### src/rtl/ccs_params.svh
// Constants of the capture/compare status, shutdown and dead-time block
`ifndef CCS_PARAMS_SVH
`define CCS_PARAMS_SVH

// ----------------------------------------------------------------------------
// Register map
// ----------------------------------------------------------------------------
`define CCS_ADDR_W        4
`define CCS_OFF_CON3      4'h0
`define CCS_OFF_STAT      4'h4
`define CCS_OFF_IRQ_MASK  4'h8
`define CCS_OFF_IRQ_STAT  4'hc

// ----------------------------------------------------------------------------
// Control three fields
// ----------------------------------------------------------------------------
`define CCS_CON3_HOLD     31
`define CCS_CON3_TRIGGERED_OPERATION_ENABLE   30
`define CCS_CON3_SDA_HI   19
`define CCS_CON3_SDA_LO   18
`define CCS_CON3_SDB_HI   17
`define CCS_CON3_SDB_LO   16
`define CCS_CON3_DT_HI    5
`define CCS_CON3_DT_LO    0
`define CCS_CON3_RST      32'h0000_0000

// ----------------------------------------------------------------------------
// Status fields
// ----------------------------------------------------------------------------
`define CCS_ST_PRL        20
`define CCS_ST_TMRH       19
`define CCS_ST_TMRL       18
`define CCS_ST_RB         17
`define CCS_ST_RA         16
`define CCS_ST_GARM       10
`define CCS_ST_TRIG       7
`define CCS_ST_TSET       6
`define CCS_ST_TCLR       5
`define CCS_ST_ASD        4
`define CCS_ST_SCE        3
`define CCS_ST_CDIS       2
`define CCS_ST_OVF        1
`define CCS_ST_BNE        0

// ----------------------------------------------------------------------------
// Interrupt bits
// ----------------------------------------------------------------------------
`define CCS_IRQ_W         4
`define CCS_IRQ_ASD       0
`define CCS_IRQ_SCE       1
`define CCS_IRQ_OVF       2
`define CCS_IRQ_TRIG      3

`endif

### src/rtl/ccs_pkg.sv
// Types of the capture/compare status, shutdown and dead-time block
package ccs_pkg;
  // Pin group drive state
  typedef enum logic [1:0] {
    CCS_DRV_HIZ      = 2'b00,
    CCS_DRV_INACTIVE = 2'b10,
    CCS_DRV_ACTIVE   = 2'b11
  } ccs_drv_t;

  // Dead-time sequencer
  typedef enum logic [1:0] {
    CCS_DT_IDLE = 2'b00,
    CCS_DT_WAIT = 2'b01,
    CCS_DT_ON   = 2'b10
  } ccs_dt_state_t;
endpackage

### src/rtl/ccs_status_shutdown.sv
// Status, auto-shutdown and dead-time logic of a capture/compare/PWM module
//
// The address-and-strobe port and the placing of the registers are this design's own decisions.
`include "ccs_params.svh"

module ccs_status_shutdown #(
  parameter bit MULTI_OUTPUT = 1'b1
) (
  // Clock and reset
  input  wire logic                   clk,
  input  wire logic                   rst,
  // Register port
  input  wire logic [`CCS_ADDR_W-1:0] reg_addr,
  input  wire logic [31:0]            reg_wdata,
  input  wire logic                   reg_wr,
  input  wire logic                   reg_rd,
  output logic      [31:0]            reg_rdata,
  // Datapath status in
  input  wire logic                   period_busy,
  input  wire logic                   timer_high_busy,
  input  wire logic                   timer_low_busy,
  input  wire logic                   compare_b_busy,
  input  wire logic                   compare_a_busy,
  input  wire logic                   hw_trigger,
  input  wire logic                   single_edge_event,
  input  wire logic                   fifo_overflow,
  input  wire logic                   fifo_not_empty,
  input  wire logic [1:0]             capture_gate_mode,
  input  wire logic                   pwm_raw,
  // Pins
  input  wire logic                   shutdown_pin,
  input  wire logic                   capture_pin,
  output logic      [2:0]             group_a_out,
  output logic      [2:0]             group_a_oe,
  output logic      [2:0]             group_b_out,
  output logic      [2:0]             group_b_oe,
  // Events to datapath
  output logic                        capture_event,
  output logic                        gate_arm_pulse,
  output logic                        gate_armed,
  output logic                        trigger_status,
  // Interrupt
  output logic                        irq
);
  import ccs_pkg::*;

  // --------------------------------------------------------------------------
  // Declarations
  // --------------------------------------------------------------------------
  logic [31:0]              con3_ff;
  logic                     trig_ff;
  logic                     asd_ff;
  logic                     sce_ff;
  logic                     cdis_ff;
  logic                     ovf_ff;
  logic                     armed_ff;
  logic [`CCS_IRQ_W-1:0]    irq_mask_ff;
  logic [`CCS_IRQ_W-1:0]    irq_stat_ff;
  logic [1:0]               sd_sync_ff;
  logic [1:0]               cap_sync_ff;
  logic                     cap_prev_ff;
  logic [5:0]               dt_cnt_ff;
  logic [5:0]               nxt_dt_cnt;
  ccs_dt_state_t            dt_state_ff;
  ccs_dt_state_t            nxt_dt_state;
  logic                     pwm_prev_ff;
  logic                     dt_gate_ff;
  logic [2:0]               a_out_ff;
  logic [2:0]               a_oe_ff;
  logic [2:0]               b_out_ff;
  logic [2:0]               b_oe_ff;
  logic                     wr_con3;
  logic                     wr_stat;
  logic                     rd_stat;
  logic                     rd_irq;
  logic                     trig_en;
  logic                     set_req;
  logic                     clr_req;
  logic                     arm_req;
  logic                     sd_event;
  logic                     trig_rise;
  logic [5:0]               dt_val;
  logic [1:0]               sdb_field;
  logic [`CCS_IRQ_W-1:0]    irq_events;
  logic [31:0]              con3_view;
  logic [31:0]              stat_view;
  logic [1:0]               drv_a;
  logic [1:0]               drv_b;
  logic                     out_hold;

  // Drive a three-pin group from a shutdown field or the live signal
  function automatic logic [1:0] drive_pin(input logic [1:0] field, input logic sd, input logic lvl);
    if (!sd)
      return {lvl, 1'b1};
    unique case (field)
      CCS_DRV_ACTIVE:   return 2'b11;
      CCS_DRV_INACTIVE: return 2'b01;
      default:          return 2'b00;
    endcase
  endfunction

  // --------------------------------------------------------------------------
  // Decode
  // --------------------------------------------------------------------------
  assign wr_con3 = reg_wr && (reg_addr == `CCS_OFF_CON3);
  assign wr_stat = reg_wr && (reg_addr == `CCS_OFF_STAT);
  assign rd_stat = reg_rd && (reg_addr == `CCS_OFF_STAT);
  assign rd_irq  = reg_rd && (reg_addr == `CCS_OFF_IRQ_STAT);
  assign trig_en = con3_ff[`CCS_CON3_TRIGGERED_OPERATION_ENABLE];

  assign set_req = wr_stat && reg_wdata[`CCS_ST_TSET];
  assign clr_req = wr_stat && reg_wdata[`CCS_ST_TCLR];
  assign arm_req = wr_stat && reg_wdata[`CCS_ST_GARM];

  assign dt_val    = MULTI_OUTPUT ? con3_ff[`CCS_CON3_DT_HI:`CCS_CON3_DT_LO] : 6'h00;
  assign sdb_field = MULTI_OUTPUT ? con3_ff[`CCS_CON3_SDB_HI:`CCS_CON3_SDB_LO] : 2'h0;

  // --------------------------------------------------------------------------
  // Control register
  // --------------------------------------------------------------------------
  // Implemented control bits only
  always_ff @(posedge clk or posedge rst) begin
    if (rst)
      con3_ff <= `CCS_CON3_RST;
    else if (wr_con3) begin
      con3_ff <= 32'h0000_0000;
      con3_ff[`CCS_CON3_HOLD]   <= reg_wdata[`CCS_CON3_HOLD];
      con3_ff[`CCS_CON3_TRIGGERED_OPERATION_ENABLE] <= reg_wdata[`CCS_CON3_TRIGGERED_OPERATION_ENABLE];
      con3_ff[`CCS_CON3_SDA_HI:`CCS_CON3_SDA_LO] <= reg_wdata[`CCS_CON3_SDA_HI:`CCS_CON3_SDA_LO];
      con3_ff[`CCS_CON3_SDB_HI:`CCS_CON3_SDB_LO] <= reg_wdata[`CCS_CON3_SDB_HI:`CCS_CON3_SDB_LO];
      con3_ff[`CCS_CON3_DT_HI:`CCS_CON3_DT_LO]   <= reg_wdata[`CCS_CON3_DT_HI:`CCS_CON3_DT_LO];
    end
  end

  // --------------------------------------------------------------------------
  // Pin synchronisers
  // --------------------------------------------------------------------------
  always_ff @(posedge clk or posedge rst) begin
    if (rst) begin
      sd_sync_ff  <= 2'h0;
      cap_sync_ff <= 2'h0;
      cap_prev_ff <= 1'b0;
    end else begin
      sd_sync_ff  <= {sd_sync_ff[0], shutdown_pin};
      cap_sync_ff <= {cap_sync_ff[0], capture_pin};
      cap_prev_ff <= cap_sync_ff[1];
    end
  end

  assign sd_event = sd_sync_ff[1];

  assign capture_event = !cdis_ff && (cap_sync_ff[1] && !cap_prev_ff);

  // --------------------------------------------------------------------------
  // Trigger status
  // --------------------------------------------------------------------------
  // Set by hardware or request, cleared by request
  always_ff @(posedge clk or posedge rst) begin
    if (rst)
      trig_ff <= 1'b0;
    else if ((trig_en && set_req) || hw_trigger)
      trig_ff <= 1'b1;
    else if (trig_en && clr_req)
      trig_ff <= 1'b0;
  end

  assign trigger_status = trig_ff;
  assign trig_rise      = (trig_en && set_req && !trig_ff) || (hw_trigger && !trig_ff);

  // --------------------------------------------------------------------------
  // Sticky status flags and capture disable
  // --------------------------------------------------------------------------
  // Shutdown holds until cleared, event wins
  always_ff @(posedge clk or posedge rst) begin
    if (rst)
      asd_ff <= 1'b0;
    else if (sd_event)
      asd_ff <= 1'b1;
    else if (wr_stat && !reg_wdata[`CCS_ST_ASD])
      asd_ff <= 1'b0;
  end

  // Compare flag, set wins over clear
  always_ff @(posedge clk or posedge rst) begin
    if (rst)
      sce_ff <= 1'b0;
    else if (single_edge_event)
      sce_ff <= 1'b1;
    else if (wr_stat && !reg_wdata[`CCS_ST_SCE])
      sce_ff <= 1'b0;
  end

  // Overflow flag, set wins over clear
  always_ff @(posedge clk or posedge rst) begin
    if (rst)
      ovf_ff <= 1'b0;
    else if (fifo_overflow)
      ovf_ff <= 1'b1;
    else if (wr_stat && !reg_wdata[`CCS_ST_OVF])
      ovf_ff <= 1'b0;
  end

  // Capture disable, plain read/write bit
  always_ff @(posedge clk or posedge rst) begin
    if (rst)
      cdis_ff <= 1'b0;
    else if (wr_stat)
      cdis_ff <= reg_wdata[`CCS_ST_CDIS];
  end

  // --------------------------------------------------------------------------
  // Gate arm
  // --------------------------------------------------------------------------
  // Arm one shot in gate modes 01 and 10
  always_ff @(posedge clk or posedge rst) begin
    if (rst)
      armed_ff <= 1'b0;
    else if (gate_arm_pulse)
      armed_ff <= 1'b1;
    else if (capture_event)
      armed_ff <= 1'b0;
  end

  assign gate_arm_pulse = arm_req && (capture_gate_mode == 2'b01 || capture_gate_mode == 2'b10);
  assign gate_armed     = armed_ff;

  // --------------------------------------------------------------------------
  // Dead-time sequencer
  // --------------------------------------------------------------------------
  // Delay each rising edge by dt_val cycles
  always_comb begin
    nxt_dt_state = dt_state_ff;
    nxt_dt_cnt   = dt_cnt_ff;
    unique case (dt_state_ff)
      CCS_DT_IDLE: begin
        if (pwm_raw && !pwm_prev_ff || pwm_raw && dt_val == 6'h00) begin
          nxt_dt_state = (dt_val == 6'h00) ? CCS_DT_ON : CCS_DT_WAIT;
          nxt_dt_cnt   = dt_val;
        end
      end
      CCS_DT_WAIT: begin
        if (!pwm_raw)
          nxt_dt_state = CCS_DT_IDLE;
        else if (dt_cnt_ff <= 6'h01)
          nxt_dt_state = CCS_DT_ON;
        else
          nxt_dt_cnt = dt_cnt_ff - 6'h01;
      end
      CCS_DT_ON: begin
        if (!pwm_raw)
          nxt_dt_state = CCS_DT_IDLE;
      end
      default: nxt_dt_state = CCS_DT_IDLE;
    endcase
  end

  always_ff @(posedge clk or posedge rst) begin
    if (rst) begin
      dt_state_ff <= CCS_DT_IDLE;
      dt_cnt_ff   <= 6'h00;
      pwm_prev_ff <= 1'b0;
      dt_gate_ff  <= 1'b0;
    end else begin
      dt_state_ff <= nxt_dt_state;
      dt_cnt_ff   <= nxt_dt_cnt;
      pwm_prev_ff <= pwm_raw;
      dt_gate_ff  <= (nxt_dt_state == CCS_DT_ON);
    end
  end

  // --------------------------------------------------------------------------
  // Output pins
  // --------------------------------------------------------------------------
  // Shutdown state per group; hold until triggered
  assign out_hold = trig_en && con3_ff[`CCS_CON3_HOLD] && !trig_ff;
  assign drv_a    = drive_pin(con3_ff[`CCS_CON3_SDA_HI:`CCS_CON3_SDA_LO], asd_ff, dt_gate_ff);
  assign drv_b    = drive_pin(sdb_field, asd_ff, (dt_val == 6'h00) ? !pwm_raw : (!pwm_raw && dt_state_ff == CCS_DT_IDLE
                    && !pwm_prev_ff));

  // Registered pin drives
  always_ff @(posedge clk or posedge rst) begin
    if (rst) begin
      a_out_ff <= 3'h0;
      a_oe_ff  <= 3'h0;
      b_out_ff <= 3'h0;
      b_oe_ff  <= 3'h0;
    end else begin
      a_out_ff <= {3{drv_a[1]}};
      a_oe_ff  <= {3{drv_a[0] && !out_hold}};
      b_out_ff <= {3{drv_b[1] && MULTI_OUTPUT}};
      b_oe_ff  <= {3{drv_b[0] && !out_hold && MULTI_OUTPUT}};
    end
  end

  assign group_a_out = a_out_ff;
  assign group_a_oe  = a_oe_ff;
  assign group_b_out = b_out_ff;
  assign group_b_oe  = b_oe_ff;

  // --------------------------------------------------------------------------
  // Interrupts
  // --------------------------------------------------------------------------
  assign irq_events = {trig_rise, fifo_overflow, single_edge_event, sd_event};

  // Sticky events, cleared by read, set wins
  always_ff @(posedge clk or posedge rst) begin
    if (rst)
      irq_stat_ff <= '0;
    else
      irq_stat_ff <= irq_events | (rd_irq ? '0 : irq_stat_ff);
  end

  always_ff @(posedge clk or posedge rst) begin
    if (rst)
      irq_mask_ff <= '0;
    else if (reg_wr && reg_addr == `CCS_OFF_IRQ_MASK)
      irq_mask_ff <= reg_wdata[`CCS_IRQ_W-1:0];
  end

  assign irq = |(irq_stat_ff & irq_mask_ff);

  // --------------------------------------------------------------------------
  // Read back
  // --------------------------------------------------------------------------
  // Unimplemented bits read zero
  always_comb begin
    con3_view = con3_ff;
    if (!MULTI_OUTPUT) begin
      con3_view[`CCS_CON3_SDB_HI:`CCS_CON3_SDB_LO] = 2'h0;
      con3_view[`CCS_CON3_DT_HI:`CCS_CON3_DT_LO]   = 6'h00;
    end
  end

  always_comb begin
    stat_view = 32'h0000_0000;
    stat_view[`CCS_ST_PRL]  = period_busy;
    stat_view[`CCS_ST_TMRH] = timer_high_busy;
    stat_view[`CCS_ST_TMRL] = timer_low_busy;
    stat_view[`CCS_ST_RB]   = compare_b_busy;
    stat_view[`CCS_ST_RA]   = compare_a_busy;
    stat_view[`CCS_ST_TRIG] = trig_ff;
    stat_view[`CCS_ST_ASD]  = asd_ff;
    stat_view[`CCS_ST_SCE]  = sce_ff;
    stat_view[`CCS_ST_CDIS] = cdis_ff;
    stat_view[`CCS_ST_OVF]  = ovf_ff;
    stat_view[`CCS_ST_BNE]  = fifo_not_empty;
  end

  // Read data one cycle after strobe
  always_ff @(posedge clk or posedge rst) begin
    if (rst)
      reg_rdata <= 32'h0000_0000;
    else if (reg_rd) begin
      unique case (reg_addr)
        `CCS_OFF_CON3:     reg_rdata <= con3_view;
        `CCS_OFF_STAT:     reg_rdata <= stat_view;
        `CCS_OFF_IRQ_MASK: reg_rdata <= {28'h0, irq_mask_ff};
        `CCS_OFF_IRQ_STAT: reg_rdata <= {28'h0, irq_stat_ff};
        default:           reg_rdata <= 32'h0000_0000;
      endcase
    end else
      reg_rdata <= 32'h0000_0000;
  end
endmodule

### config.mk
export PLATFORM = sky130hd
export DESIGN_NAME = ccs_status_shutdown
export DESIGN_NICKNAME = d
export VERILOG_FILES = /design/src/rtl/ccs_pkg.sv /design/src/rtl/ccs_status_shutdown.sv
export VERILOG_INCLUDE_DIRS = /design/src /design/src/rtl
export SDC_FILE = /design/constraint.sdc
export NUM_CORES = 1
export LEC_CHECK = 0
export BUFFER_PORTS_ARGS = -buffer_cell sky130_fd_sc_hd__buf_2
export CAP_MARGIN = 20
export CORE_UTILIZATION = 49
export CTS_CLUSTER_DIAMETER = 80
export DETAILED_ROUTE_END_ITERATION = 12
export PLACE_DENSITY = 0.8
export REMOVE_ABC_BUFFERS = 1
export SYNTH_ARGS = -nofsm -noshare
export SYNTH_HDL_FRONTEND = slang
export SYNTH_SLANG_ARGS = --single-unit
### constraint.sdc
create_clock -name clk -period 2.4 [get_ports clk]
set_input_delay 0.12 -clock clk [delete_from_list [all_inputs] [get_ports clk]]
set_output_delay 0.12 -clock clk [all_outputs]
set_load 0.01 [all_outputs]
# Yosys cells after proc, flatten, opt, wreduce, memory -nomap -nowiden
# Index checks and enable logic that the tools add are counted.
[totals]
inputBits = 54
wordCells = 117
register_bits = 77
[classes]
magnitude_cmp = 1
n_reduce_logical = 49
n_mux = 28
n_addsub = 1
bitwise = 2
eq_ne = 15
[op_table]
columns = ["cell", "count"]
rows = [
  ["one-hot mux 32 bit (4 select lines)", 1],
  ["2-to-1 mux 32 bit", 1],
  ["logical AND 1 bit", 25],
  ["2-to-1 mux 6 bit", 3],
  ["equality test 2 bit (second input constant)", 7],
  ["2-to-1 mux 2 bit", 7],
  ["one-hot mux 6 bit (2 select lines)", 1],
  ["nonzero test 2 bit", 6],
  ["2-to-1 mux 1 bit", 11],
  ["zero test 1 bit", 9],
  ["equality test 4 bit (second input constant)", 2],
  ["one-hot mux 2 bit (2 select lines)", 2],
  ["<= comparator 6 x 1 -> 1 bit (second input constant)", 1],
  ["zero test 6 bit", 1],
  ["!= test 2 bit (second input constant)", 3],
  ["one-hot mux 2 bit (3 select lines)", 1],
  ["subtractor 6 x 1 -> 6 bit (second input constant)", 1],
  ["AND 4 bit", 1],
  ["equality test 2 x 1 -> 1 bit (second input constant)", 2],
  ["equality test 4 x 3 -> 1 bit (second input constant)", 1],
  ["zero test 4 bit", 1],
  ["logical OR 1 bit", 4],
  ["2-to-1 mux 4 bit", 1],
  ["OR 4 bit", 1],
  ["other kinds (3)", 3],
]

# Longest topological paths before layout
# Gate-level depths: netlist of the first run.
[depth]
depth_word = 7
depth_mapped = 6
depth_no_buf = 6

# Least setup slack after synthesis of the first run
# OpenSTA, ideal clock, no wires.
[synth_timing]
kind = "register -> register"
from = "reg dt_cnt_ff[0]"
to = "reg dt_cnt_ff[0]"
n_path_buf = 0
path_stages_with_launch = 7
slack_ps = 689
arrival_ps = 1616
t_required_ps = 2305
setup_time_ps = 95
cell_sequence = "dfrtp_1 > inv_1 > ha_1 > o21ai_0 > o21ai_4 > or2_2 > o31ai_1"
[synth_between]
elab_chain_len = 4
[synth_lines]
columns = ["element", "line_no", "source"]
rows = [
  ["from (decl)", "ccs_status_shutdown.sv:62", "logic [5:0] dt_cnt_ff;"],
  ["from (signal assigned)", "ccs_status_shutdown.sv:265", "dt_cnt_ff <= nxt_dt_cnt;"],
  ["subtractor 6 x 1 -> 6 bit", "ccs_status_shutdown.sv:247", "nxt_dt_cnt = dt_cnt_ff - 6'h01;"],
  ["2-to-1 mux 6 bit", "ccs_status_shutdown.sv:244", "else if (dt_cnt_ff <= 6'h01)"],
  ["2-to-1 mux 6 bit", "ccs_status_shutdown.sv:242", "if (!pwm_raw)"],
  ["one-hot mux 6 bit (2 select lines)", "ccs_status_shutdown.sv:234", "unique case (dt_state_ff)"],
]
# Parallel ways exist; a longest one is shown, timed or not. The select of a mux whose other input is x is not followed.
# A chain may end at the register's enable or synchronous reset.

# Final worst setup path of the first run
# Ends and elaborated chain as after synthesis.

==> results of run 1 <==
-- worst max-delay path, cell delays in order, from the launching register on --
cell,delay (ns)
dfrtp_1,0.41
inv_1,0.06
ha_1,0.27
o21ai_0,0.33
o21ai_4,0.13
or2_2,0.35
o31ai_1,0.24
-- logic make-up (layout without fill, tap and decap cells) --
logic type | count (synthesis) | count (layout)
and+or+nand+nor | 61 | 61
xor gates and xnor gates | 1 | 1
DFF | 59 | 59
other | 1 | 18
buffers and inverters | 39 | 108
muxes | 21 | 21
AOI/OAI and AO/OA | 56 | 56
adders and majority gates | 2 | 2
-- cell type report --
class                           count  area [sq um]
Fill cell                         416          1850
Sequential cell                    59          1480
Multi-Input combinational cell    159          1090
Timing Repair Buffer               85           508
Clock buffer                       11           151
Tap cell                           70          87.6
Clock inverter                      4          73.8
Inverter                            8          30.0
-- power by group through the flow --
stage	Combinational, uW	Sequential (uW)	Clock (uW)
after floorplan	476	1290	0
after global placement	656	1300	0
after detailed placement	676	1310	0
after CTS	699	1290	1030
after global routing	783	1310	1080
final	701	1300	1010
-- state kept, by name (all words and copies together), names as in the netlist, 2 cells and up --
signal       count
irq_mask_ff      4
sd_sync_ff       2
irq_stat_ff      4
reg_rdata       14
dt_cnt_ff        6
con3_ff         12
dt_state_ff      2
cap_sync_ff      2
-- final timing paths --
kind	from	endpoint	slack [ns]	cells after the start
setup / recovery	dt_cnt_ff[0]	dt_cnt_ff[0]	0.51	6
hold / removal	timer_low_busy	reg_rdata[18]	0.03	3
setup reg to reg	dt_cnt_ff[0]	dt_cnt_ff[0]	0.51	6
hold reg to reg	cap_sync_ff[0]	cap_sync_ff[1]	0.35	0
max in group asynchronous	rst	cap_sync_ff[0]	1.38	4
min in group asynchronous	rst	group_a_out[0]	0.37	3
-- cells in the final DEF (no fill, tap or decap), drive strengths merged, types with 3 or more instances in the layout --
cell	Yosys	layout
inv	8	8
nor2b	3	3
dlygate4sd3	0	14
and3	5	5
dfrtp	59	59
mux2	21	21
o31ai	7	7
conb	1	18
clkbuf	2	11
nand2b	4	4
a21o	3	3
nor2	20	20
a21oi	10	10
nand2	13	13
and2	4	4
buf	29	71
nand3	3	3
o21ai	14	14
a22oi	14	14
-- layer usage --
layer / routed length [um] / up-vias / track usage [%]
li1: - / 965 / -
met1: 2450 / 984 / 25.8
met2: 2780 / 81 / 32.3
met3: 310 / 12 / 9.17
met4: 99 / 0 / 8.11
met5: 0 / - / 0
-- what timing repair did --
action,4_1_cts,5_1_grt
endpoints found under the setup margin,0,0
hold endpoints to repair,37,2
hold buffers,12,2
-- through the flow --
| stage | std cells | util, % | cell area [sq um] | setup slack [ns] | hold slack [ns] |
|---|---|---|---|---|---|
| final | 396 | 64.9 | 3420 | 0.508 | 0.0276 |
| after global routing | 396 | 64.9 | 3420 | 0.343 | 0.0189 |
| after CTS | 394 | 64.6 | 3400 | 0.496 | 0.00177 |
| after detailed placement | 367 | 58.0 | 3060 | 0.517 | 0.180 |
| after global placement | 367 | 58.0 | 3060 | 0.557 | 0.176 |
| after floorplan | 226 | - | 2600 | 0.689 | 0.151 |
==> run_results.csv, run 1 <==
group,metric,value,unit
outcome,outcome,"finished clean",
setup_path,cp_max_fo,7,
route,drcViolationCount,0,
power,p_int,2120,uW
power,p_seq_share,43.1,%
synth,yosys.area_share.simple,11.9,%
synth,async_flop_share,100,%
route,vias,2042,
synth,synth_common_cells,"dfrtp_1, buf_4, nor2_1",
synth,synth_top_area_cell,"dfrtp_1",
clocking,clock_latency,0.34,ns
route,vias_per_cell,5.16,
power,switching_share,29.5,%
final_layout,areaGrowthSynthToFinish,23.9,%
sta,max_freq,0.528,GHz
hold_path,worstHoldPathType,"input pin to flip-flop",
floorplanning,initial_core_util,52.4,%
synth,synth_compound_area_share,14.1,%
synth,synth_ff_type,"dfrtp_1",
clocking,clockBufferDepth,2,
floorplanning,dieArea,5940,sq um
clocking,cts_resized,0,
sta,slew_viol_final,0,
clocking,cts_tree,"built",
sta,slew_headroom,50.5,%
route,initialDrtViolationCount,88,
power,p_sw,887,uW
clocking,path_clk_slew,0.06,ns
route,antenna_left,0,
synth,synth_mux_area_share,9.92,%
synth,synth-xor-area-share,0.317,%
global_routing,grt_pass1_vias,1965,
floorplanning,io_pins,103,
final_layout,layout-drive-gt1-share,35.6,%
place,gp_congestion,0.864,
synth,synth-seq-cells,59,
clocking,numCtsBuffers,9,
setup_path,critPathLaunchType,"flip-flop",
synth,synth.most_common_cell,"dfrtp_1",
power,combPwrFrac,23.3,%
setup_path,crit_type,"flip-flop to flip-flop",
flow_run,drv_cap,0,
synth,ys_seq_area_share,53.5,%
place,io_buffers,66,
route,wirelength,5640,um
sta,finClkSkew,0.00979,ns
global_routing,track_usage,20.9,%
synth,synth_top_family_by_area,"compound AO/OA/AOI/OAI gates",
sta,setup_viol,0,
synth,synth_edf_count,0,
synth,yosysWarnings,0,
floorplanning,rows,26,
floorplanning,die_w,77.1,um
power,vdd_ir_drop_max,0.456,mV
global_routing,grt_pass1_wl,9360,um
sta,min_period,1.89,ns
synth,synthTopCellsByArea,"dfrtp_1, buf_4, mux2_4",
global_routing,grt-ovfl-total,0,
sta,hold_viol,0,
setup_path,critPathArrivalTime,2.14,ns
clocking,numClockSinks,59,
synth,yosysTopAreaCellShare,53.5,%
synth,ys_types,42,
sta,worstMarginPinSlew,0.741,ns
setup_path,cp.required,2.65,ns
place,post-dp-hpwl,3950,um
floorplanning,die_height,77.1,um
global_routing,grt_antenna_before_repair,0,
clocking,cts-root-buf,"clkbuf_8",
synth,netlist_instances,240,
global_routing,grt_max_degree,27,
synth,syn_area,2760,sq um
power,clockPowerShare,33.6,%
route,avgRoutedWirePerCell,14.3,um
clocking,htree_levels,3,
clocking,cts_setup_buffers,0,
final_layout,diodes,0,
route,drtPass1Iterations,4,
sta,setup-tns-final,0,ns
power,power_density,880,nW/um^2
final_layout,final_nets,378,
power,power.leakage,0.00168,uW
floorplanning,core-area,5270,sq um
sta,rsz0062_at_grt,"false",
synth,synth_adder_area_share,0.906,%
synth,synth.avg_cell_area,11.5,sq um
sta,period_share,78.8,%
setup_path,cp-end-kind,"flip-flop",
power,p_total,3010,uW
(Power assumes the default switching activity.)
==> inputs of run 2 (changes only) <==
--- a/config.mk
+++ b/config.mk
@@ -8,10 +8,10 @@
 export LEC_CHECK = 0
 export BUFFER_PORTS_ARGS = -buffer_cell sky130_fd_sc_hd__buf_2
 export CAP_MARGIN = 20
-export CORE_UTILIZATION = 49
+export CORE_UTILIZATION = 44
 export CTS_CLUSTER_DIAMETER = 80
 export DETAILED_ROUTE_END_ITERATION = 12
-export PLACE_DENSITY = 0.8
+export PLACE_DENSITY = 0.75
 export REMOVE_ABC_BUFFERS = 1
 export SYNTH_ARGS = -nofsm -noshare
 export SYNTH_HDL_FRONTEND = slang
==> constraint.sdc (replaced) <==
create_clock -name clk -period 1.7 [get_ports clk]
set_input_delay 0.085 -clock clk [delete_from_list [all_inputs] [get_ports clk]]
set_output_delay 0.085 -clock clk [all_outputs]
set_load 0.01 [all_outputs]
==> run_results.csv, run 2 (synthesis gave the netlist of run 1 again) <==
group,metric,value,unit
final_layout,diodes,0,
sta,max_freq,0.623,GHz
power,power_density,1240,nW/um^2
floorplanning,io_pins,103,
final_layout,stdcell_count,413,
floorplanning,die_w,81.2,um
sta,finClkSkew,0.00879,ns
place,io_buffers,66,
place,gp_congestion,0.882,
final_layout,fill_cells,504,
sta,hold_viol,0,
global_routing,grt_pass1_wl,9700,um
power,vdd_ir_drop_max,0.724,mV
clocking,numCtsBuffers,9,
setup_path,critPathArrivalTime,1.82,ns
global_routing,grt-ovfl-total,0,
route,drcViolationCount,0,
route,wirelength,6190,um
route,vias,2168,
setup_path,cp.required,1.91,ns
sta,min_period,1.61,ns
setup_path,crit_type,"flip-flop to flip-flop",
setup_path,reg2reg_depth,7,
clocking,cts-root-buf,"clkbuf_8",
final_layout,biggestRegsByFlops,"reg_rdata (14), con3_ff (12), dt_cnt_ff (6)",
sta,slew_viol_final,0,
global_routing,grt_max_degree,60,
place,place_inst,377,
global_routing,grt_antenna_before_repair,0,
place,preCtsSetupSlack,0.0364,ns
clocking,htree_levels,3,
setup_path,cp_max_fo,6,
global_routing,grt_pass1_vias,2062,
route,antenna_left,0,
clocking,path_clk_slew,0.07,ns
final_layout,final_common_cell,"buf_2",
global_routing,track_usage,20.5,%
power,p_total,4420,uW
route,vias_per_cell,5.25,
flow_run,drv_cap,0,
clocking,clockBufferDepth,2,
floorplanning,dieArea,6600,sq um
sta,hold_ws,0.0222,ns
place,post-dp-hpwl,4170,um
power,power.leakage,0.00174,uW
floorplanning,core-area,5990,sq um
floorplanning,die_height,81.2,um
route,avgRoutedWirePerCell,15.0,um
sta,period_share,94.4,%
floorplanning,initial_core_util,46.1,%
final_layout,largest_reg_flops,14,
final_layout,areaGrowthSynthToFinish,28.9,%
route,drtPass1Iterations,4,
final_layout,final_nets,389,
hold_path,hold_path_depth,3,
setup_path,critPathLaunchType,"flip-flop",
sta,setup_viol,0,
final_layout,largest-register,"reg_rdata",
floorplanning,rows,28,
final_layout,mostFrequentLayoutCells,"buf_2, dfrtp_1, dlygate4sd3_1",
clocking,clock_latency,0.34,ns
route,initialDrtViolationCount,171,
outcome,outcome,"finished clean",
final_layout,layout-drive-gt1-share,36.7,%
hold_path,worstHoldPathType,"input pin to flip-flop",
sta,fin_ws,0.0947,ns
setup_path,cp-end-kind,"flip-flop",
clocking,cts_tree,"built",
clocking,numClockSinks,59,
[run 2: cell types whose count changed in the layout (fill, tap and decap cells not counted), sizes merged]
cell / before / now
dlygate4sd3: 14 / 20
buf: 71 / 76
clkinvlp: 0 / 1
[run 2: power by group]
group,leakage (uW),switching (uW),internal [uW]
clock,0.000116,572,910
combinational,0.000890,545,560
sequential,0.000730,218,1620
[run 2: path summary, 6_finish.rpt]
kind                                start        endpoint  slack [ns]
min in group asynchronous             rst     con3_ff[18]        0.33
max in group asynchronous             rst  irq_mask_ff[2]        1.09
hold / removal              reg_wdata[10]      gate_armed        0.02
setup / recovery             dt_cnt_ff[1]    dt_cnt_ff[5]        0.09
hold reg to reg            cap_sync_ff[0]  cap_sync_ff[1]        0.35
setup reg to reg             dt_cnt_ff[1]    dt_cnt_ff[5]        0.09
[run 2: what timing repair did]
item,CTS,global route
hold endpoints to repair,80,2
endpoints found under the setup margin,0,6
hold buffers,18,2
buffers inserted,0,0
gates resized for setup,0,3
[run 2: final cells by class]
| class | count | area [sq um] | area share [%] |
|---|---|---|---|
| Tap cell | 75 | 93.8 | 2.64 |
| Inverter | 8 | 30.0 | 0.844 |
| Sequential cell | 59 | 1480 | 41.5 |
| Timing Repair Buffer | 96 | 618 | 17.4 |
| Clock buffer | 11 | 151 | 4.25 |
| Clock inverter | 5 | 85.1 | 2.39 |
| Multi-Input combinational cell | 159 | 1100 | 31.0 |
[run 2: critical path, cell delays in order (launching register included)]
cell	delay, ns
dfrtp_1	0.40
inv_1	0.08
ha_1	0.20
o21ai_2	0.18
o21ai_4	0.06
buf_4	0.16
o31ai_1	0.28
o21ai_1	0.11
[run 2: routing by layer]
layer	track usage, %	share of wire (%)
met5	0	0
met3	6.40	6.7
met2	34.0	50
met4	9.64	1.9
met1	24.0	41
[run 2: through the flow]
stage / setup TNS [ns] / utilization [%] / instance area [sq um]
floorplan: -0.0114 / - / 2600
global placement: 0 / 52.0 / 3110
detailed placement: 0 / 52.0 / 3110
CTS: 0 / 58.9 / 3530
global route: -0.0104 / 59.4 / 3560
finish: 0 / 59.4 / 3560
